===== config.mk =====
export PLATFORM = sky130hd
export DESIGN_NAME = occ_ctrl
export DESIGN_NICKNAME = d
export VERILOG_FILES = /design/src/design/occ_ctrl_unused.sv /design/src/design/occ_pkg.sv /design/src/design/occ_ctrl.sv /design/src/design/occ_delay.sv /design/src/design/occ_step.sv
export SDC_FILE = /design/constraint.sdc
export NUM_CORES = 1
export LEC_CHECK = 0
export BUFFER_PORTS_ARGS = -buffer_cell sky130_fd_sc_hd__buf_2
export CELL_PAD_IN_SITES_DETAIL_PLACEMENT = 1
export CELL_PAD_IN_SITES_GLOBAL_PLACEMENT = 1
export CORE_MARGIN = 1
export CORE_UTILIZATION = 36
export DETAILED_ROUTE_END_ITERATION = 12
export PLACE_DENSITY = 0.73
export SLEW_MARGIN = 20
export SYNTH_ARGS = -nofsm -noshare
export SYNTH_HDL_FRONTEND = slang
export SYNTH_SLANG_ARGS = --single-unit

===== constraint.sdc =====
create_clock -name i_mclk -period 2.3 [get_ports i_mclk]
set_input_delay 0 -clock i_mclk [delete_from_list [all_inputs] [get_ports i_mclk]]
set_output_delay 0 -clock i_mclk [all_outputs]
set_load 0.005 [all_outputs]

===== src/design/occ_ctrl_unused.sv =====
`timescale 1ns/1ps
`default_nettype none
`default_nettype wire


===== src/design/occ_pkg.sv =====
`default_nettype none
// =====================================================================
// Shared constants and types for driver calibration and termination.
package occ_pkg;
    // Command pins of the memory interface sampled on each clock edge.
    typedef struct packed {
        logic cs_n;
        logic ras_n;
        logic cas_n;
        logic we_n;
        logic cke;
        logic [2:0] ba;
        logic [13:0] addr;
    } occ_cmd_t;

    // Drive mode sequence and adjust burst capture.
    typedef enum logic [1:0] {DRV_IDLE, DRV_RISE, DRV_ON, DRV_FALL} occ_drv_t;
    typedef enum logic [1:0] {ADJ_IDLE, ADJ_WAIT, ADJ_BEAT} occ_adj_t;

    // Bank address codes of the mode register writes.
    localparam logic [2:0] BA_MR = 3'h0;
    localparam logic [2:0] BA_EMR1 = 3'h1;
    // Field positions within the mode register address bits.
    localparam int CL_LSB = 4;
    localparam int AL_LSB = 3;
    localparam int CAL_LSB = 7;
    localparam int REDUCED_BIT = 1;
    localparam int RTT_HI_BIT = 6;
    localparam int RTT_LO_BIT = 2;
    // Calibration field codes.
    localparam logic [2:0] CAL_EXIT = 3'h0;
    localparam logic [2:0] CAL_DRV1 = 3'h1;
    localparam logic [2:0] CAL_DRV0 = 3'h2;
    localparam logic [2:0] CAL_ADJ = 3'h4;
    localparam logic [2:0] CAL_DEF = 3'h7;
    // Strength step range and the number of adjust beats.
    localparam int STEP_W = 4;
    localparam logic [3:0] STEP_MAX = 4'hf;
    localparam logic [3:0] STEP_MIN = 4'h0;
    localparam int BEATS = 4;
    // Register map of the control bus.
    localparam logic [7:0] CFG_OFF = 8'h00;
    localparam logic [7:0] STAT_OFF = 8'h04;
    localparam logic [31:0] CFG_RST = 32'h00000088;
    localparam int CFG_PU_LSB = 0;
    localparam int CFG_PD_LSB = 4;
    // Timing: times in ns, cycle counts derived at the 8 ns clock.
    localparam int CLK_NS = 8;
    localparam int T_OIT_NS = 12;
    localparam int T_MOD_MIN_NS = 12;
    localparam int OIT_CYC = (T_OIT_NS + CLK_NS - 1) / CLK_NS;
    localparam int MOD_CYC = (T_MOD_MIN_NS + CLK_NS - 1) / CLK_NS;
    localparam int TMR_W = 8;
endpackage : occ_pkg
`default_nettype wire


===== src/design/occ_ctrl.sv =====
//
// Functional notes
// Controller sends calibration exit after each calibration command first.
// Controller programs mode register first and keeps termination sensible.
// Calibration field: 000 exit, 001 high, 010 low, 100 adjust, 111 default.
// Drive-high: DQ and DQS high, complementary strobe low.
// Drive-low: DQ and DQS low, complementary strobe high.
// Controller sets burst length four; each code is a four-beat burst.
// Controller drives the same code on all DQ, beat 0 first.
// Beat order is fixed regardless of burst type.
// Code steps pull-up and pull-down by one; zero and reserved do nothing.
// All DQ and strobe drivers share one strength setting.
// Sixteen steps, saturating at both ends; default anywhere in range.
// Adjust code is taken at AL plus CL minus one, old AL kept.
// Controller writes 000 in the field on later non-calibration writes.
// Drive outputs turn on and off tOIT after entry and exit.
// Termination pin switches termination on every data and strobe pin.
// Termination is off during self refresh.
// Termination value comes from bits A6 and A2, selecting one path.
// New termination value applies tMOD after the write.
// Controller meets tAOFD and holds termination low through tMOD.
// A9 to A7 is the calibration field; reduced strength disables it.
// Controller writes the register only when idle with CKE high.
//
// The placing of the registers and the APB interface to the registers were left to the implementer.
`timescale 1ns/1ps
`default_nettype none
// =====================================================================
// Driver calibration and termination control of the memory device.
module occ_ctrl #(
    parameter int DQ_W = 8
) (
    // Clock and reset.
    input wire logic i_mclk,
    input wire logic i_srst,
    // Register bus.
    input wire logic i_psel,
    input wire logic i_penable,
    input wire logic i_pwrite,
    input wire logic [7:0] i_paddr,
    input wire logic [31:0] i_pwdata,
    output logic [31:0] o_prdata,
    output logic o_pready,
    output logic o_pslverr,
    // Memory pins.
    input wire occ_pkg::occ_cmd_t i_cmd,
    input wire logic i_odt,
    input wire logic [DQ_W-1:0] i_dq,
    output logic [DQ_W-1:0] o_dq,
    output logic o_dq_oe,
    output logic o_dqs,
    output logic o_dqs_n,
    output logic o_dqs_oe,
    // Driver strength and termination.
    output logic [3:0] o_pu_step,
    output logic [3:0] o_pd_step,
    output logic o_term_on,
    output logic [1:0] o_rtt_sel
);
    // =================================================================
    // Parameter check.
    if (DQ_W < 1 || occ_pkg::OIT_CYC < 2) begin : g_bad_width
        $error("DQ_W must be at least one and tOIT two cycles.");
    end

    // =================================================================
    // Declarations.
    occ_pkg::occ_drv_t drv_reg;
    occ_pkg::occ_adj_t adj_reg;
    logic [31:0] cfg_reg;
    logic [2:0] cl_reg, al_reg, drv_mode_reg;
    logic [1:0] rtt_pend_reg, beat_reg;
    logic [3:0] adj_cnt_reg, code_reg;
    logic reduced_reg, selfref_reg, cke_prev_reg;
    logic mrs, mr_wr, emr1_wr, cal_ok, sr_entry, rtt_chg;
    logic [2:0] cal;
    logic [3:0] wl, code_full;
    logic apb_acc, sel_cfg, sel_stat;
    logic [31:0] rdata_next, stat_word;
    logic oit_start, oit_done, mod_done, drv_entry, drv_exit, drv_out;
    logic code_valid, code_take, set_def;
    logic [1:0] st_inc, st_dec;
    logic [3:0] st_def [2];
    logic [3:0] st_out [2];

    // =================================================================
    // Command decode.
    // A mode register write needs CKE high and chip select low.
    assign mrs = i_cmd.cke && !i_cmd.cs_n && !i_cmd.ras_n &&
        !i_cmd.cas_n && !i_cmd.we_n;
    assign mr_wr = mrs && i_cmd.ba == occ_pkg::BA_MR;
    assign emr1_wr = mrs && i_cmd.ba == occ_pkg::BA_EMR1;
    assign cal = i_cmd.addr[occ_pkg::CAL_LSB +: 3];
    // Calibration applies only at full strength.
    assign cal_ok = emr1_wr && !i_cmd.addr[occ_pkg::REDUCED_BIT];
    // Self refresh entry is a refresh command with CKE falling.
    assign sr_entry = cke_prev_reg && !i_cmd.cke && !i_cmd.cs_n &&
        !i_cmd.ras_n && !i_cmd.cas_n && i_cmd.we_n;
    assign rtt_chg = emr1_wr;
    // Write latency uses the additive latency already programmed.
    assign wl = 4'(al_reg) + 4'(cl_reg) - 4'h1;

    // Mode register copies, self refresh state and CKE history.
    always_ff @(posedge i_mclk) begin
        if (i_srst) begin
            cl_reg <= 3'h3;
            al_reg <= 3'h0;
            reduced_reg <= 1'b0;
            selfref_reg <= 1'b0;
            cke_prev_reg <= 1'b0;
        end else begin
            cke_prev_reg <= i_cmd.cke;
            if (mr_wr) cl_reg <= i_cmd.addr[occ_pkg::CL_LSB +: 3];
            if (emr1_wr) begin
                al_reg <= i_cmd.addr[occ_pkg::AL_LSB +: 3];
                reduced_reg <= i_cmd.addr[occ_pkg::REDUCED_BIT];
            end
            if (sr_entry) selfref_reg <= 1'b1;
            else if (i_cmd.cke) selfref_reg <= 1'b0;
        end
    end

    // =================================================================
    // Drive modes with tOIT turn-on and turn-off.
    assign drv_entry = cal_ok && (cal == occ_pkg::CAL_DRV1 ||
        cal == occ_pkg::CAL_DRV0);
    assign drv_exit = emr1_wr && cal == occ_pkg::CAL_EXIT &&
        drv_reg != occ_pkg::DRV_IDLE;
    assign oit_start = drv_entry || drv_exit;
    // Drivers stay on through the turn-off delay.
    assign drv_out = drv_reg == occ_pkg::DRV_ON ||
        drv_reg == occ_pkg::DRV_FALL;

    occ_delay #(.W(occ_pkg::TMR_W)) u_oit (
        .i_mclk(i_mclk),
        .i_srst(i_srst),
        .i_start(oit_start),
        .i_len(occ_pkg::TMR_W'(occ_pkg::OIT_CYC - 1)),
        .o_busy(),
        .o_done(oit_done)
    );

    // Drive sequence: outputs follow the mode once tOIT has run out.
    always_ff @(posedge i_mclk) begin
        if (i_srst) begin
            drv_reg <= occ_pkg::DRV_IDLE;
            drv_mode_reg <= occ_pkg::CAL_EXIT;
        end else if (drv_entry) begin
            drv_reg <= occ_pkg::DRV_RISE;
            drv_mode_reg <= cal;
        end else if (drv_exit) begin
            drv_reg <= occ_pkg::DRV_FALL;
        end else if (oit_done) begin
            unique case (drv_reg)
                occ_pkg::DRV_RISE: drv_reg <= occ_pkg::DRV_ON;
                occ_pkg::DRV_FALL: drv_reg <= occ_pkg::DRV_IDLE;
                occ_pkg::DRV_IDLE, occ_pkg::DRV_ON: drv_reg <= drv_reg;
            endcase
        end
    end

    // Pin levels: every DQ and strobe follows the one drive mode.
    always_ff @(posedge i_mclk) begin
        if (i_srst) begin
            o_dq <= '0;
            o_dq_oe <= 1'b0;
            o_dqs <= 1'b0;
            o_dqs_n <= 1'b1;
            o_dqs_oe <= 1'b0;
        end else begin
            o_dq_oe <= drv_out;
            o_dqs_oe <= drv_out;
            o_dq <= {DQ_W{drv_mode_reg == occ_pkg::CAL_DRV1}};
            o_dqs <= drv_mode_reg == occ_pkg::CAL_DRV1;
            o_dqs_n <= drv_mode_reg != occ_pkg::CAL_DRV1;
        end
    end

    // =================================================================
    // Adjust mode: four beats taken from DQ 0 in fixed order.
    assign code_full = {i_dq[0], code_reg[2:0]};
    always_ff @(posedge i_mclk) begin
        if (i_srst) begin
            adj_reg <= occ_pkg::ADJ_IDLE;
            adj_cnt_reg <= 4'h0;
            beat_reg <= 2'h0;
            code_reg <= 4'h0;
        end else begin
            unique case (adj_reg)
                occ_pkg::ADJ_IDLE: begin
                    if (cal_ok && cal == occ_pkg::CAL_ADJ) begin
                        adj_reg <= occ_pkg::ADJ_WAIT;
                        adj_cnt_reg <= wl - 4'h1;
                    end
                end
                occ_pkg::ADJ_WAIT: begin
                    adj_cnt_reg <= adj_cnt_reg - 4'h1;
                    if (adj_cnt_reg == 4'h0) begin
                        adj_reg <= occ_pkg::ADJ_BEAT;
                        code_reg <= {3'h0, i_dq[0]};
                        beat_reg <= 2'h1;
                    end
                end
                occ_pkg::ADJ_BEAT: begin
                    // Bit k holds beat k whatever the burst type.
                    code_reg[beat_reg] <= i_dq[0];
                    beat_reg <= beat_reg + 2'h1;
                    if (beat_reg == 2'(occ_pkg::BEATS - 1))
                        adj_reg <= occ_pkg::ADJ_IDLE;
                end
                default: adj_reg <= occ_pkg::ADJ_IDLE;
            endcase
        end
    end

    // Code decode: beat 0 lowers and beat 1 raises pull-up, beat 2
    // lowers and beat 3 raises pull-down; clashing pairs are reserved.
    assign code_take = adj_reg == occ_pkg::ADJ_BEAT &&
        beat_reg == 2'(occ_pkg::BEATS - 1);
    assign code_valid = !(code_full[0] && code_full[1]) &&
        !(code_full[2] && code_full[3]);
    assign st_inc = {code_full[3], code_full[1]} & {2{code_valid &&
        code_take}};
    assign st_dec = {code_full[2], code_full[0]} & {2{code_valid &&
        code_take}};
    assign set_def = cal_ok && cal == occ_pkg::CAL_DEF;
    assign st_def[0] = cfg_reg[occ_pkg::CFG_PU_LSB +: occ_pkg::STEP_W];
    assign st_def[1] = cfg_reg[occ_pkg::CFG_PD_LSB +: occ_pkg::STEP_W];

    // One shared setting per direction for every driver.
    for (genvar i = 0; i < 2; i++) begin : g_step
        occ_step u_step (
            .i_mclk(i_mclk),
            .i_srst(i_srst),
            .i_set_def(set_def),
            .i_def(st_def[i]),
            .i_inc(st_inc[i]),
            .i_dec(st_dec[i]),
            .o_step(st_out[i])
        );
    end
    assign o_pu_step = st_out[0];
    assign o_pd_step = st_out[1];

    // =================================================================
    // Termination value update after tMOD and pin switching.
    occ_delay #(.W(occ_pkg::TMR_W)) u_mod (
        .i_mclk(i_mclk),
        .i_srst(i_srst),
        .i_start(rtt_chg),
        .i_len(occ_pkg::TMR_W'(occ_pkg::MOD_CYC)),
        .o_busy(),
        .o_done(mod_done)
    );

    // The pin gates termination on all data and strobe pins.
    always_ff @(posedge i_mclk) begin
        if (i_srst) begin
            rtt_pend_reg <= 2'h0;
            o_rtt_sel <= 2'h0;
            o_term_on <= 1'b0;
        end else begin
            if (emr1_wr)
                rtt_pend_reg <= {i_cmd.addr[occ_pkg::RTT_HI_BIT],
                    i_cmd.addr[occ_pkg::RTT_LO_BIT]};
            if (mod_done) o_rtt_sel <= rtt_pend_reg;
            o_term_on <= i_odt && !selfref_reg && !sr_entry &&
                o_rtt_sel != 2'h0;
        end
    end

    // =================================================================
    // Register bus: one wait state, unmapped addresses answer an error.
    assign apb_acc = i_psel && i_penable && o_pready;
    assign sel_cfg = i_paddr == occ_pkg::CFG_OFF;
    assign sel_stat = i_paddr == occ_pkg::STAT_OFF;
    assign stat_word = {16'h0, reduced_reg, selfref_reg, o_rtt_sel,
        drv_reg == occ_pkg::DRV_ON, drv_mode_reg, o_pd_step, o_pu_step};
    assign rdata_next = sel_cfg ? cfg_reg : sel_stat ? stat_word : 32'h0;

    // Ready rises in the second access cycle and drops after the edge.
    always_ff @(posedge i_mclk) begin
        if (i_srst) begin
            o_pready <= 1'b0;
            o_prdata <= 32'h0;
            o_pslverr <= 1'b0;
            cfg_reg <= occ_pkg::CFG_RST;
        end else begin
            o_pready <= i_psel && i_penable && !o_pready;
            o_prdata <= rdata_next;
            o_pslverr <= i_psel && i_penable && !o_pready &&
                !sel_cfg && !(sel_stat && !i_pwrite);
            if (apb_acc && i_pwrite && sel_cfg) cfg_reg <= i_pwdata;
        end
    end

    localparam int OIT_D = occ_pkg::OIT_CYC + 1;
    localparam int MOD_D = occ_pkg::MOD_CYC + 1;
endmodule : occ_ctrl
`default_nettype wire


===== src/design/occ_delay.sv =====
`timescale 1ns/1ps
`default_nettype none
// =====================================================================
// One-shot delay: o_done is high in the cycle i_len cycles after start.
module occ_delay #(
    parameter int W = 8
) (
    // Clock and reset.
    input wire logic i_mclk,
    input wire logic i_srst,
    // Start and length, length at least one.
    input wire logic i_start,
    input wire logic [W-1:0] i_len,
    // Status.
    output logic o_busy,
    output logic o_done
);
    logic [W-1:0] cnt_reg;

    // Expiry is seen in the last counted cycle.
    assign o_done = o_busy && cnt_reg == W'(1);

    // Counter restarts on every start request.
    always_ff @(posedge i_mclk) begin
        if (i_srst) begin
            cnt_reg <= '0;
            o_busy <= 1'b0;
        end else if (i_start) begin
            cnt_reg <= i_len;
            o_busy <= 1'b1;
        end else if (o_busy) begin
            cnt_reg <= cnt_reg - W'(1);
            o_busy <= !o_done;
        end
    end
endmodule : occ_delay
`default_nettype wire


===== src/design/occ_step.sv =====
`timescale 1ns/1ps
`default_nettype none
// =====================================================================
// Saturating driver strength step, shared by all drivers of one kind.
module occ_step (
    // Clock and reset.
    input wire logic i_mclk,
    input wire logic i_srst,
    // Control.
    input wire logic i_set_def,
    input wire logic [3:0] i_def,
    input wire logic i_inc,
    input wire logic i_dec,
    // Current step.
    output logic [3:0] o_step
);
    logic [3:0] step_next;

    // Steps stop at either end of the range.
    assign step_next = i_set_def ? i_def :
        (i_inc && o_step != occ_pkg::STEP_MAX) ? o_step + 4'h1 :
        (i_dec && o_step != occ_pkg::STEP_MIN) ? o_step - 4'h1 : o_step;

    // Step register, reset to the middle of the range.
    always_ff @(posedge i_mclk) begin
        if (i_srst) o_step <= 4'h8;
        else o_step <= step_next;
    end
endmodule : occ_step
`default_nettype wire


==> results.md <==
- Finished Cell Area: 7390 µm²
- Synth Flop Type: dfxtp_1
- CP Class: flip-flop to flip-flop
- Endpoint class of the critical path: flip-flop
- Sink Count: 125
- DR DRC count: 0
- Die area: 15300 µm²
- Share of post-route cells with drive strength above 1: 0.267
- Via count: 4818
- Synth Instances: 584
- Post-synth EDFFs: 0
- Worst setup margin: -43.3 ps
- Cell Rows: 44
- Library cells used by synthesis: 59
- CP Max Fanout: 2
- Final Hold Vio Count: 0
- Setup Total Neg Slack: -43.3 ps
- GRT Overall Usage: 0.213
- Post-DP HPWL: 10200 µm
- Initial antenna violation count: 0
- Drt first pass iters: 4
- WL/cell: 17.1 µm
- Rel. slew slack: 0.419
- Final setup fails: 1
- I/O pin total: 133
- R2R setup slack: -40 ps
- Clock transition at path regs: 60 ps
- Clk buf depth: 2
- Top sig layer: met4
- Iter 0 DRT Violations: 254
- Max IR drop VDD: 582 µV
- Minimum clock period: 2340 ps
- Area Growth Syn to Fin: 39.0%
- HP Class: input port to flip-flop
- Layout net count: 858
- Failing checks: negative setup slack
- TritonCTS clock tree: done
- RSZ-0062 raised after global routing: yes
- Worst Path Arrival: 2630 ps
- First-pass GRT wire length: 24500 µm
- Fin util: 0.510
- Initial core utilization: 0.367
- H-tree level count: 4
- Die Wd: 124 µm
- Largest net degree at the start of global routing: 50
- CTS root buffer: clkbuf_16
- Post-DP Area: 6110 µm²
- Mean Syn Cell Area: 9.10 µm²
- # Max-Cap Violations: 0
- Sequential fraction of the synthesis area: 0.471
- Core ar.: 14500 µm²
- Diodes inserted: 0
- Worst skew pair latency: 410 ps
- Placed Cells: 871
- Peak Freq: 427 MHz
- CP Launch Type: flip-flop
- Die Y: 124 µm
- Power density over cell area: 706 nW/µm²
- GRT overflow: 0
- Worst Skew: 7.45 ps
- Final std cells w/o fill: 959
- TritonCTS buffer count: 17
- CP Data Required Time: 2580 ps
- Vias in the first global route: 5004
- Final WL: 16400 µm
- Metal2 WL: 8590 µm
- Synth Cell Area: 5320 µm²
- Port Buf Inserts: 120
- Total of flip-flops plus latches after synthesis: 125
- Syn Nets: 680
- Asr flop ratio synth: 0
- Ys Warns: 0
- Status: finished with violations
- Post-route ant nets: 0
- Period utilization: 1.02
- WL met1: 6860 µm
- Lkg Pwr: 0.00309 µW
- Transition time at the pin with the least slew margin: 872 ps
- Pre-CTS WS: -257 ps
- Slew Viols, Final: 0
- DR WL met3: 675 µm
- Vias per cell: 5.02
- Gpl congestion: 0.728
worst paths after layout:
path                            start                                      end  depth (start not counted)
max          beat_reg[1]$_SDFFE_PP0P_  g_step[1].u_step.o_step[3]$_SDFFE_PP1P_                         10
min                          i_cmd[9]                  u_oit.o_busy$_SDFF_PP0_                          3
max reg2reg  beat_reg[1]$_SDFFE_PP0P_  g_step[1].u_step.o_step[3]$_SDFFE_PP1P_                         10
min reg2reg  cfg_reg[31]$_SDFFE_PP0P_                 cfg_reg[31]$_SDFFE_PP0P_                          2
report_power, final:
part / total, µW / switching (µW) / internal, µW
Sequential: 2170 / 2.58 / 2170
Combinational: 232 / 110 / 121
Clock: 2820 / 970 / 1850
Total: 5220 / 1080 / 4140
cell usage after synthesis, drive strengths merged (3+ instances only):
master | number | area (µm²)
a211o | 3 | 26.3
nand2b | 5 | 31.3
fa | 3 | 60.1
nor4 | 7 | 73.8
a211oi | 6 | 45.0
ha | 17 | 213
a21oi | 50 | 250
inv | 16 | 60.1
a21o | 3 | 23.8
o21ai | 5 | 25.0
or4 | 4 | 33.8
clkbuf | 19 | 81.3
nand2 | 96 | 363
and2 | 17 | 106
or2 | 3 | 18.8
dfxtp | 125 | 2500
buf | 17 | 129
or4b | 4 | 47.6
nand4 | 6 | 37.5
nor2 | 57 | 221
a31oi | 3 | 18.8
xnor2 | 12 | 105
or3 | 4 | 26.3
nand3 | 14 | 75.1
mux2i | 33 | 330
nor2b | 9 | 56.3
xor2 | 7 | 61.3
nor3 | 16 | 96.4
critical path, stage by stage (launching register included):
cell and delay [ps]:
dfxtp_2 360, ha_4 140, a21boi_4 200, nand3_2 110
or2_4 260, buf_4 160, ha_4 290, a21oi_4 60
xnor2_2 170, a2111oi_4 360, nor3_1 100
cell usage in the layout (no fill, tap or decap), types with 4 or more instances in the layout:
cell | netlist | routed
dfxtp_1 | 125 | 122
buf_2 | 4 | 120
nand2_1 | 95 | 95
nor2_1 | 56 | 56
dlygate4sd3_1 | 0 | 49
a21oi_1 | 50 | 48
mux2i_1 | 33 | 33
buf_4 | 10 | 22
and2_1 | 17 | 17
clkbuf_16 | 0 | 17
inv_1 | 16 | 16
nor3_1 | 14 | 14
ha_1 | 17 | 13
nand3_1 | 13 | 12
xnor2_1 | 12 | 11
nor2b_1 | 9 | 9
xor2_1 | 7 | 7
nand4_1 | 6 | 6
a211oi_1 | 6 | 6
nor4_1 | 5 | 5
o21ai_0 | 5 | 5
nand2b_1 | 5 | 5
clkinvlp_4 | 0 | 5
clkbuf_8 | 1 | 5
ha_4 | 0 | 4
layout make-up:
type	instances	area (µm²)
fillers	1640	7090
multi-input cells	407	2650
flip-flops and latches	125	2510
repair buffers	195	1310
clock buffers	23	498
well taps	184	230
clock inverters	9	133
inverters	16	60.1
cells by family after synthesis:
family,after synthesis,share of synthesized area
flip-flops,125,0.471
adder cells (fa/ha/maj),20,0.0513
AND/OR/NAND/NOR,257,0.249
buffers and inverters,52,0.0508
multiplexers,33,0.0621
XOR/XNOR,19,0.0313
AO/OA/AOI/OAI,78,0.0843
what timing repair did:
item | 4_1_cts | 5_1_grt
resized for setup | 10 | 7
setup endpoints to repair | 1 | 5
pin swaps | 7 | 9
buffers inserted | 8 | 1
endpoints found under the hold margin | 51 | 0
hold buffers | 49 | 0
gates cloned | 0 | 0
routing by layer:
layer  vias up  track usage
met3        24       0.0544
met5         -            0
li1       2329            -
met4         0       0.0776
met2       114        0.391
met1      2351        0.234
through the flow:
| stage | hold slack (ps) | power, µW |
|---|---|---|
| floorplan | 118 | 2280 |
| global placement | 223 | 2370 |
| detailed placement | 230 | 2380 |
| CTS | 6.56 | 5260 |
| global route | 38.5 | 5380 |
| finish | 24.2 | 5220 |
Power figures use the tool's default switching activity.
